**src/hw/irq_flag_pkg.sv**
```systemverilog
package irq_flag_pkg;
    // Register byte offsets, one aligned word each
    localparam logic [7:0] OFF_CTL_ONE = 8'h00;
    localparam logic [7:0] OFF_CTL_TWO = 8'h04;
    localparam logic [7:0] OFF_CTL_THREE = 8'h08;
    localparam logic [7:0] OFF_FLAGS_TWO = 8'h0C;
    localparam logic [7:0] OFF_ENABLE_TWO = 8'h10;
    localparam logic [7:0] OFF_TMR_CTL = 8'h14;
    localparam logic [7:0] OFF_TMR_CNT = 8'h18;
    // irq_control_one fields
    localparam int C1_GIE = 7;
    localparam int C1_TMR_EN = 5;
    localparam int C1_EXT_IRQ_ZERO_PIN_EN = 4;
    localparam int C1_PC_EN = 3;
    localparam int C1_TMR_FLAG = 2;
    localparam int C1_EXT_IRQ_ZERO_PIN_FLAG = 1;
    localparam int C1_PC_FLAG = 0;
    // irq_control_two fields, polarities for pins 0..3 at 3..6
    localparam int C2_POL_LO = 3;
    localparam int C2_TMR_PRIO = 2;
    localparam int C2_INT3_PRIO = 1;
    localparam int C2_PC_PRIO = 0;
    // irq_control_three fields, pins 1..3 enables and flags
    localparam int C3_INT2_PRIO = 7;
    localparam int C3_INT1_PRIO = 6;
    localparam int C3_EN_LO = 3;
    localparam int C3_FLAG_LO = 0;
    // peripheral_irq_flags_two fields
    localparam int F2_OSC = 7;
    localparam int F2_CMP2 = 6;
    localparam int F2_CMP1 = 5;
    localparam int F2_USB = 4;
    localparam int F2_BCL = 3;
    localparam int F2_LV = 2;
    // Timer control fields
    localparam int T_RUN = 0;
    localparam int T_WIDE = 1;
    // Reset values and roll-over points
    localparam logic [7:0] RST_BYTE = 8'h00;
    localparam logic [15:0] RST_WORD = 16'h0000;
    localparam logic [7:0] TMR8_MAX = 8'hFF;
    localparam logic [15:0] TMR16_MAX = 16'hFFFF;
endpackage

```
**src/hw/interrupt_flag_logic.sv**
```systemverilog
`timescale 1ns/10ps
`default_nettype none
// Notes on behaviour
// - Pin edge direction set by polarity bit
// - Valid pin edge sets its flag
// - Cleared enable blocks that pin's request
// - Pin wakes core if enabled before sleep
// - Branch after wake only with global enable
// - Pins one to three use priority bits
// - Pin zero is always high priority
// - Eight-bit timer wrap sets overflow flag
// - Sixteen-bit timer wrap sets overflow flag
// - Timer request gated, prioritised by bits
// - Port upper nibble change sets flag
// - Port change gated, prioritised by bits
// - Taking interrupt pushes return address
// - Taking interrupt shadows working/status/bank
// - Oscillator failure sets flag bit seven
// - Comparator input changes set bits six, five
// - Usb and bus collision set bits four, three
// - Low voltage sets flag bit two
module interrupt_flag_logic #(
    parameter int PC_W = 21,
    parameter int STACK_DEPTH = 8
) (
    input wire logic mclk_i,
    input wire logic rst_n_i,
    input wire logic psel_i,
    input wire logic penable_i,
    input wire logic pwrite_i,
    input wire logic [7:0] paddr_i,
    input wire logic [31:0] pwdata_i,
    output logic [31:0] prdata_o,
    output logic pready_o,
    output logic pslverr_o,
    input wire logic [3:0] ext_pin_i,
    input wire logic [3:0] port_pin_i,
    input wire logic [1:0] cmp_in_i,
    input wire logic osc_fail_i,
    input wire logic usb_irq_i,
    input wire logic bus_collision_i,
    input wire logic low_voltage_i,
    input wire logic sleeping_i,
    input wire logic irq_ack_i,
    input wire logic irq_return_i,
    input wire logic [PC_W-1:0] return_pc_i,
    input wire logic [7:0] working_i,
    input wire logic [7:0] status_i,
    input wire logic [7:0] bank_i,
    output logic irq_high_o,
    output logic irq_low_o,
    output logic wake_o,
    output logic branch_o,
    output logic [PC_W-1:0] stack_top_o,
    output logic [7:0] shadow_working_o,
    output logic [7:0] shadow_status_o,
    output logic [7:0] shadow_bank_o
);
    localparam int SP_W = $clog2(STACK_DEPTH + 1);
    localparam logic [SP_W-1:0] SP_FULL = SP_W'(STACK_DEPTH);

    logic rst_meta, rst_n; // Reset release synchroniser
    logic [3:0] ext_meta, ext_s, ext_d; // External pins
    logic [3:0] port_meta, port_s, port_d; // Watched port nibble
    logic [1:0] cmp_meta, cmp_s, cmp_d; // Comparator inputs
    logic global_irq_enable, tmr_en, pc_en, tmr_flag, pc_flag; // Control one
    logic [3:0] int_en, int_flag, pol, wake_en;
    logic tmr_prio, pc_prio; // Priority bits
    logic [2:0] int_prio; // Pins one..three
    logic [7:0] flags2, en2; // Second flag set and its enables
    logic t_run, t_wide;
    logic [15:0] t_cnt;
    logic sleep_d; // Previous sleep level, marks entry
    logic [PC_W-1:0] stack [STACK_DEPTH]; // Return address stack
    logic [SP_W-1:0] sp;
    logic wr, setup;
    logic [3:0] ext_edge;
    logic ovf8, ovf16, pc_change;
    logic [7:0] next_flags2_set;
    logic [31:0] next_rdata;
    logic mapped;

    // Offset match, shared by write and read decode
    function automatic logic hit(input logic [7:0] a, input logic [7:0] o);
        hit = (a == o);
    endfunction

    // Reset release through two flops, assertion stays asynchronous
    always_ff @(posedge mclk_i or negedge rst_n_i) begin
        if (!rst_n_i) begin
            rst_meta <= 1'b0;
            rst_n <= 1'b0;
        end else begin
            rst_meta <= 1'b1;
            rst_n <= rst_meta;
        end
    end

    // Pin synchronisers; edges compare the second stage with the third
    always_ff @(posedge mclk_i or negedge rst_n) begin
        if (!rst_n) begin
            ext_meta <= 4'h0;
            ext_s <= 4'h0;
            ext_d <= 4'h0;
            port_meta <= 4'h0;
            port_s <= 4'h0;
            port_d <= 4'h0;
            cmp_meta <= 2'h0;
            cmp_s <= 2'h0;
            cmp_d <= 2'h0;
        end else begin
            ext_meta <= ext_pin_i;
            ext_s <= ext_meta;
            ext_d <= ext_s;
            port_meta <= port_pin_i;
            port_s <= port_meta;
            port_d <= port_s;
            cmp_meta <= cmp_in_i;
            cmp_s <= cmp_meta;
            cmp_d <= cmp_s;
        end
    end

    // Bus phases; zero wait states, so pready is constant high
    assign setup = psel_i & ~penable_i;
    assign wr = psel_i & penable_i & pwrite_i;
    assign pready_o = 1'b1;
    assign pslverr_o = psel_i & penable_i & ~mapped;

    // Edge qualified by polarity: one means rising, zero falling
    assign ext_edge = (pol & ext_s & ~ext_d) | (~pol & ~ext_s & ext_d);
    // Wrap detection in the selected timer width
    assign ovf8 = t_run & ~t_wide & (t_cnt[7:0] == irq_flag_pkg::TMR8_MAX);
    assign ovf16 = t_run & t_wide & (t_cnt == irq_flag_pkg::TMR16_MAX);
    assign pc_change = (port_s != port_d);

    // Hardware events for the second flag register
    always_comb begin
        next_flags2_set = 8'h00;
        next_flags2_set[irq_flag_pkg::F2_OSC] = osc_fail_i;
        next_flags2_set[irq_flag_pkg::F2_CMP2] = cmp_s[1] ^ cmp_d[1];
        next_flags2_set[irq_flag_pkg::F2_CMP1] = cmp_s[0] ^ cmp_d[0];
        next_flags2_set[irq_flag_pkg::F2_USB] = usb_irq_i;
        next_flags2_set[irq_flag_pkg::F2_BCL] = bus_collision_i;
        next_flags2_set[irq_flag_pkg::F2_LV] = low_voltage_i;
    end

    // Control one; a hardware set beats a same-cycle software clear
    always_ff @(posedge mclk_i or negedge rst_n) begin
        if (!rst_n) begin
            global_irq_enable <= 1'b0;
            tmr_en <= 1'b0;
            int_en[0] <= 1'b0;
            pc_en <= 1'b0;
            tmr_flag <= 1'b0;
            int_flag[0] <= 1'b0;
            pc_flag <= 1'b0;
        end else begin
            if (wr && hit(paddr_i, irq_flag_pkg::OFF_CTL_ONE)) begin
                global_irq_enable <= pwdata_i[irq_flag_pkg::C1_GIE];
                tmr_en <= pwdata_i[irq_flag_pkg::C1_TMR_EN];
                int_en[0] <= pwdata_i[irq_flag_pkg::C1_EXT_IRQ_ZERO_PIN_EN];
                pc_en <= pwdata_i[irq_flag_pkg::C1_PC_EN];
                tmr_flag <= pwdata_i[irq_flag_pkg::C1_TMR_FLAG] | ovf8 | ovf16;
                int_flag[0] <= pwdata_i[irq_flag_pkg::C1_EXT_IRQ_ZERO_PIN_FLAG]
                    | ext_edge[0];
                pc_flag <= pwdata_i[irq_flag_pkg::C1_PC_FLAG] | pc_change;
            end else begin
                // Flags only ever set here; software alone clears
                tmr_flag <= tmr_flag | ovf8 | ovf16;
                int_flag[0] <= int_flag[0] | ext_edge[0];
                pc_flag <= pc_flag | pc_change;
            end
        end
    end

    // Control two: polarities and priorities
    always_ff @(posedge mclk_i or negedge rst_n) begin
        if (!rst_n) begin
            pol <= 4'h0;
            tmr_prio <= 1'b0;
            int_prio[2] <= 1'b0;
            pc_prio <= 1'b0;
        end else if (wr && hit(paddr_i, irq_flag_pkg::OFF_CTL_TWO)) begin
            pol <= pwdata_i[irq_flag_pkg::C2_POL_LO +: 4];
            tmr_prio <= pwdata_i[irq_flag_pkg::C2_TMR_PRIO];
            int_prio[2] <= pwdata_i[irq_flag_pkg::C2_INT3_PRIO];
            pc_prio <= pwdata_i[irq_flag_pkg::C2_PC_PRIO];
        end
    end

    // Control three: pins one..three enables and flags, pins one and two priorities
    always_ff @(posedge mclk_i or negedge rst_n) begin
        if (!rst_n) begin
            int_prio[1:0] <= 2'h0;
            int_en[3:1] <= 3'h0;
            int_flag[3:1] <= 3'h0;
        end else if (wr && hit(paddr_i, irq_flag_pkg::OFF_CTL_THREE)) begin
            int_prio[1] <= pwdata_i[irq_flag_pkg::C3_INT2_PRIO];
            int_prio[0] <= pwdata_i[irq_flag_pkg::C3_INT1_PRIO];
            int_en[3:1] <= pwdata_i[irq_flag_pkg::C3_EN_LO +: 3];
            int_flag[3:1] <= pwdata_i[irq_flag_pkg::C3_FLAG_LO +: 3]
                | ext_edge[3:1];
        end else begin
            int_flag[3:1] <= int_flag[3:1] | ext_edge[3:1];
        end
    end

    // Second flag register and its enables, all bits read/write
    always_ff @(posedge mclk_i or negedge rst_n) begin
        if (!rst_n) begin
            flags2 <= irq_flag_pkg::RST_BYTE;
            en2 <= irq_flag_pkg::RST_BYTE;
        end else begin
            if (wr && hit(paddr_i, irq_flag_pkg::OFF_FLAGS_TWO)) begin
                flags2 <= pwdata_i[7:0] | next_flags2_set;
            end else begin
                flags2 <= flags2 | next_flags2_set;
            end
            if (wr && hit(paddr_i, irq_flag_pkg::OFF_ENABLE_TWO)) begin
                en2 <= pwdata_i[7:0];
            end
        end
    end

    // Timer zero; a software load wins over the running count
    always_ff @(posedge mclk_i or negedge rst_n) begin
        if (!rst_n) begin
            t_run <= 1'b0;
            t_wide <= 1'b0; // Eight-bit mode by default
            t_cnt <= irq_flag_pkg::RST_WORD;
        end else begin
            if (wr && hit(paddr_i, irq_flag_pkg::OFF_TMR_CTL)) begin
                t_run <= pwdata_i[irq_flag_pkg::T_RUN];
                t_wide <= pwdata_i[irq_flag_pkg::T_WIDE];
            end
            if (wr && hit(paddr_i, irq_flag_pkg::OFF_TMR_CNT)) begin
                t_cnt <= pwdata_i[15:0];
            end else if (t_run && t_wide) begin
                t_cnt <= t_cnt + 16'h0001;
            end else if (t_run) begin
                // High byte holds while only the low byte counts
                t_cnt[7:0] <= t_cnt[7:0] + 8'h01;
            end
        end
    end

    // Read mux; unmapped offsets read zero and report an error
    always_comb begin
        next_rdata = 32'h0000_0000;
        mapped = 1'b1;
        if (hit(paddr_i, irq_flag_pkg::OFF_CTL_ONE)) begin
            next_rdata[7:0] = {global_irq_enable, 1'b0, tmr_en, int_en[0], pc_en,
                tmr_flag, int_flag[0], pc_flag};
        end else if (hit(paddr_i, irq_flag_pkg::OFF_CTL_TWO)) begin
            next_rdata[7:0] = {1'b0, pol, tmr_prio, int_prio[2], pc_prio};
        end else if (hit(paddr_i, irq_flag_pkg::OFF_CTL_THREE)) begin
            next_rdata[7:0] = {int_prio[1], int_prio[0], int_en[3:1],
                int_flag[3:1]};
        end else if (hit(paddr_i, irq_flag_pkg::OFF_FLAGS_TWO)) begin
            next_rdata[7:0] = flags2;
        end else if (hit(paddr_i, irq_flag_pkg::OFF_ENABLE_TWO)) begin
            next_rdata[7:0] = en2;
        end else if (hit(paddr_i, irq_flag_pkg::OFF_TMR_CTL)) begin
            next_rdata[1:0] = {t_wide, t_run};
        end else if (hit(paddr_i, irq_flag_pkg::OFF_TMR_CNT)) begin
            next_rdata[15:0] = t_cnt;
        end else begin
            mapped = 1'b0;
        end
    end

    // Read data captured in the setup cycle, held for the access
    always_ff @(posedge mclk_i or negedge rst_n) begin
        if (!rst_n) begin
            prdata_o <= 32'h0000_0000;
        end else if (setup && !pwrite_i) begin
            prdata_o <= next_rdata;
        end
    end

    // Requests split by priority; pin zero has no priority bit
    always_comb begin
        irq_high_o = (int_flag[0] & int_en[0])
            | (|(int_flag[3:1] & int_en[3:1] & int_prio))
            | (tmr_flag & tmr_en & tmr_prio)
            | (pc_flag & pc_en & pc_prio);
        irq_low_o = (|(int_flag[3:1] & int_en[3:1] & ~int_prio))
            | (tmr_flag & tmr_en & ~tmr_prio)
            | (pc_flag & pc_en & ~pc_prio)
            | (|(flags2 & en2));
    end

    // Enables are frozen at sleep entry; later enables do not wake
    always_ff @(posedge mclk_i or negedge rst_n) begin
        if (!rst_n) begin
            sleep_d <= 1'b0;
            wake_en <= 4'h0;
        end else begin
            sleep_d <= sleeping_i;
            if (sleeping_i && !sleep_d) begin
                wake_en <= int_en;
            end
        end
    end

    assign wake_o = sleeping_i & sleep_d & (|(int_flag & wake_en));
    assign branch_o = global_irq_enable & (irq_high_o | irq_low_o);

    // Return stack; a push on a full stack is dropped, not wrapped
    always_ff @(posedge mclk_i or negedge rst_n) begin
        if (!rst_n) begin
            sp <= '0;
            stack_top_o <= '0;
        end else if (irq_ack_i && sp != SP_FULL) begin
            stack[sp[$clog2(STACK_DEPTH)-1:0]] <= return_pc_i;
            stack_top_o <= return_pc_i;
            sp <= sp + 1'b1;
        end else if (irq_return_i && !irq_ack_i && sp != '0) begin
            sp <= sp - 1'b1;
            stack_top_o <= (sp > SP_W'(1))
                ? stack[sp[$clog2(STACK_DEPTH)-1:0] - 2'd2] : '0;
        end
    end

    // Fast-return shadow copy on every accepted interrupt
    always_ff @(posedge mclk_i or negedge rst_n) begin
        if (!rst_n) begin
            shadow_working_o <= 8'h00;
            shadow_status_o <= 8'h00;
            shadow_bank_o <= 8'h00;
        end else if (irq_ack_i) begin
            shadow_working_o <= working_i;
            shadow_status_o <= status_i;
            shadow_bank_o <= bank_i;
        end
    end
endmodule
`default_nettype wire

```
**config.mk**
```make
export PLATFORM = sky130hd
export DESIGN_NAME = interrupt_flag_logic
export DESIGN_NICKNAME = d
export VERILOG_FILES = /design/src/hw/irq_flag_pkg.sv /design/src/hw/interrupt_flag_logic.sv
export SDC_FILE = /design/constraint.sdc
export NUM_CORES = 1
export LEC_CHECK = 0
export ABC_AREA = 1
export ABC_CLOCK_PERIOD_IN_PS = 7400
export BUFFER_PORTS_ARGS = -buffer_cell sky130_fd_sc_hd__buf_2
export CORE_MARGIN = 2
export CORE_UTILIZATION = 35
export CTS_BUF_LIST = sky130_fd_sc_hd__clkbuf_8
export CTS_CLUSTER_SIZE = 28
export DETAILED_ROUTE_END_ITERATION = 16
export PLACE_DENSITY_LB_ADDON = 0.3
export SKIP_CTS_REPAIR_TIMING = 1
export SLEW_MARGIN = 20
export SYNTH_ARGS = -nofsm -noshare
export SYNTH_HDL_FRONTEND = slang
export SYNTH_SLANG_ARGS = --single-unit
```
**constraint.sdc**
```tcl
create_clock -name mclk_i -period 7.4 [get_ports mclk_i]
set_input_delay 0 -clock mclk_i [delete_from_list [all_inputs] [get_ports mclk_i]]
set_output_delay 0 -clock mclk_i [all_outputs]
set_load 0.01 [all_outputs]
```
==> reports/results.ini <==
[status]
status=finished, violations left
failed_checks=negative hold slack

[pwr]
power.density_nw_per_um2=290.9
p_leak_nw=7.364
ir_drop_v=0.0001735

[min_path]
holdCritPathClass=input pin to flip-flop

[routing]
drt_iter0_markers=598
drc_errors=0
drtPass1Iterations=5
routed_wire_length_per_instance_um=16.64
routed_via_density=4.830
totalWireLength_mm=35.78
vias=10380
ant_nets=0

[yosys]
syn_area_per_cell_um2=10.68
ys_seq_elements=326
synthXorXnorAreaFrac_pct=0.9370
synth_compound_area_share_pct=8.843
ys_warn_count=0
synth_edf_count=168
synth_simple_gate_area_share_pct=18.22
muxShareOfSynthArea_pct=2.008
async_flop_share_pct=48.47
synth_cells=1313
synth-main-ff-cell=edfxtp_1
synthAdderAreaFrac_pct=0.8031
synth_top_family_by_area=simple AND/OR/NAND/NOR gates
yosysSeqAreaShare_pct=64.18
ys_types=50
synth_area_um2=14020

[cts]
clkTransAtPathRegs_ns=0.06
numCtsBuffers=56
cts_max_level=2
clock-sinks=326
clock-root-buffer=clkbuf_8
cts_tree=yes
worst_skew_pair.late_latency_ns=0.64
clk_path_buf_depth=3

[floorplan]
fp.dieH_um=204.2
rows=73
core_um2=39640
die_x_um=204.2
initial_core_util_pct=35.37
ioPinCount=190
dieArea_um2=41680

[critical_path]
path_class=flip-flop to flip-flop
start_kind=flip-flop
crit_required_ns=7.71
cp_max_fo=90
cp.arrival_ns=4.19
cp-end-kind=flip-flop

[placed_design]
hpwlAfterDp_mm=20.98
place.gp.congestion=0.8710
placed_area_um2=15250
io_buffers=156

[flow_run]
drv_cap=0

[timing]
hold_slack_ns=-0.009148
slew_headroom_pct=27.32
final.min_clock_period_ns=3.875
min_period_over_period_pct=52.36
fin_skew_ns=0.01960
fmax_ghz=0.2581
rsz0062_at_grt=false
setup_viol=0
setup_tns_ns=0
worstMarginPinSlew_ns=1.089
hold_viol=1
slew_violations=0

[global_routing]
gr-total-overflow=0
grt_max_degree=91
grt_usage_pct=16.68
grt_antenna_before_repair=1
grt_first_pass_wirelength_mm=53.73
grt_pass1_vias=9738

[final_layout]
final_cell_mix=289 x nand2_1, 168 x edfxtp_1, 156 x dfrtp_1, 156 x buf_2, 127 x nor2_1
design_area_um2=17350
syn_to_final_growth_pct=23.75
final_common_cell=nand2_1
drive_gt1_share_pct=20.20
final_net_count=1697

==> cell type report <==
cell class,count,area (um2)
diodes,1,2.502
clock buffers,67,922.1
clock inverters,34,186.4
fillers,3802,22290
inverters,78,295.3
multi-input cells,853,4433
flip-flops and latches,326,9004
well taps,525,656.9
repair buffers,266,1852
==> power breakdown <==
group / internal [mW] / leakage [nW] / total (mW) / switching (mW)
Combinational: 0.418 / 3.30 / 1.30 / 0.877
Clock: 0.859 / 0.639 / 1.60 / 0.740
Sequential: 2.08 / 3.42 / 2.15 / 0.0748
==> layer usage <==
| layer | share of wire, % | track usage (%) | wire (um) |
|---|---|---|---|
| met1 | 44 | 21.82 | 15630 |
| met2 | 47 | 26.83 | 16950 |
| met3 | 6.1 | 3.619 | 2192 |
| met4 | 2.8 | 7.039 | 1004 |
| met5 | 0.031 | 0 | 11 |
==> Yosys cell counts, types with 6 or more instances <==
master    number  area [um2]
nand2_1      289        1085
edfxtp_1     168        5045
dfrtp_1      158        3954
nor2_1       133       499.2
nand3_1       95       475.5
o21ai_0       88       440.4
inv_1         65       244.0
a21oi_1       32       160.2
clkbuf_1      30       112.6
mux2_2        25       281.5
o21ai_1       23       115.1
buf_4         18       135.1
buf_2         16       80.08
nand4_1       15       93.84
o221ai_1      15       131.4
nor3_1        13       65.06
inv_2         11       41.29
a22o_1        10       87.58
o211ai_1      10       75.07
xor2_1        10       87.58
ha_1           9       112.6
o31ai_1        7       52.55
nor2_2         6       37.54
==> through the flow <==
step | setup slack [ns] | util [%] | total power [mW] | cells | hold slack [ns]
floorplan | 0.9712 | - | 3.017 | 1329 | -0.2956
global placement | 3.586 | 38.48 | 3.428 | 1950 | -0.2140
detailed placement | 3.499 | 38.48 | 3.459 | 1950 | -0.2110
CTS | 3.460 | 41.28 | 5.082 | 2051 | -0.9086
global route | 3.280 | 43.77 | 5.333 | 2149 | -0.01342
finish | 3.525 | 43.77 | 5.048 | 2150 | -0.009148
==> worst paths after layout <==
| kind | start | depth (start not counted) | end | slack [ns] |
|---|---|---|---|---|
| min in group asynchronous | rst_n_i | 3 | rst_meta$_DFF_PN0_ | 0.23 |
| hold / removal | paddr_i[5] | 6 | t_run$_DFFE_PN0P_ | -0.009 |
| max in group asynchronous | rst_n$_DFF_PN0_ | 1 | wake_en[2]$_DFFE_PN0P_ | 5.81 |
| setup reg to reg | sp[0]$_DFFE_PN0P_ | 9 | stack[0][15]$_DFFE_PP_ | 3.53 |
| setup / recovery | sp[0]$_DFFE_PN0P_ | 9 | stack[0][15]$_DFFE_PP_ | 3.53 |
| hold reg to reg | rst_n$_DFF_PN0_ | 0 | ext_meta[2]$_DFF_PN0_ | 0.27 |
==> critical path, cell delays in order, from the launching register on <==
cell and delay (ns):
dfrtp_2 0.34, buf_4 0.72, inv_2 0.07, ha_1 0.24, nand3_1 0.08, nand2_1 0.11, inv_2 0.53, nand2_1 0.41
nor2_2 0.65, buf_4 0.38
==> state kept, by name, indices dropped and copies added (netlist names), 8 cells and up <==
signal	count
t_cnt	16
shadow_status_o	8
en2	8
shadow_working_o	8
stack	168
flags2	8
shadow_bank_o	8
prdata_o	16
stack_top_o	21
==> logic make-up (layout without fill, tap and decap cells) <==
family,after synthesis,count (layout)
and+or+nand+nor,580,580
AOI/OAI and AO/OA,206,206
adders and majority gates,9,9
other,2,19
muxes,25,25
xor gates and xnor gates,15,15
buffers and inverters,150,445
DFF,326,326
Note: power is estimated with default switching activity, not from simulation.
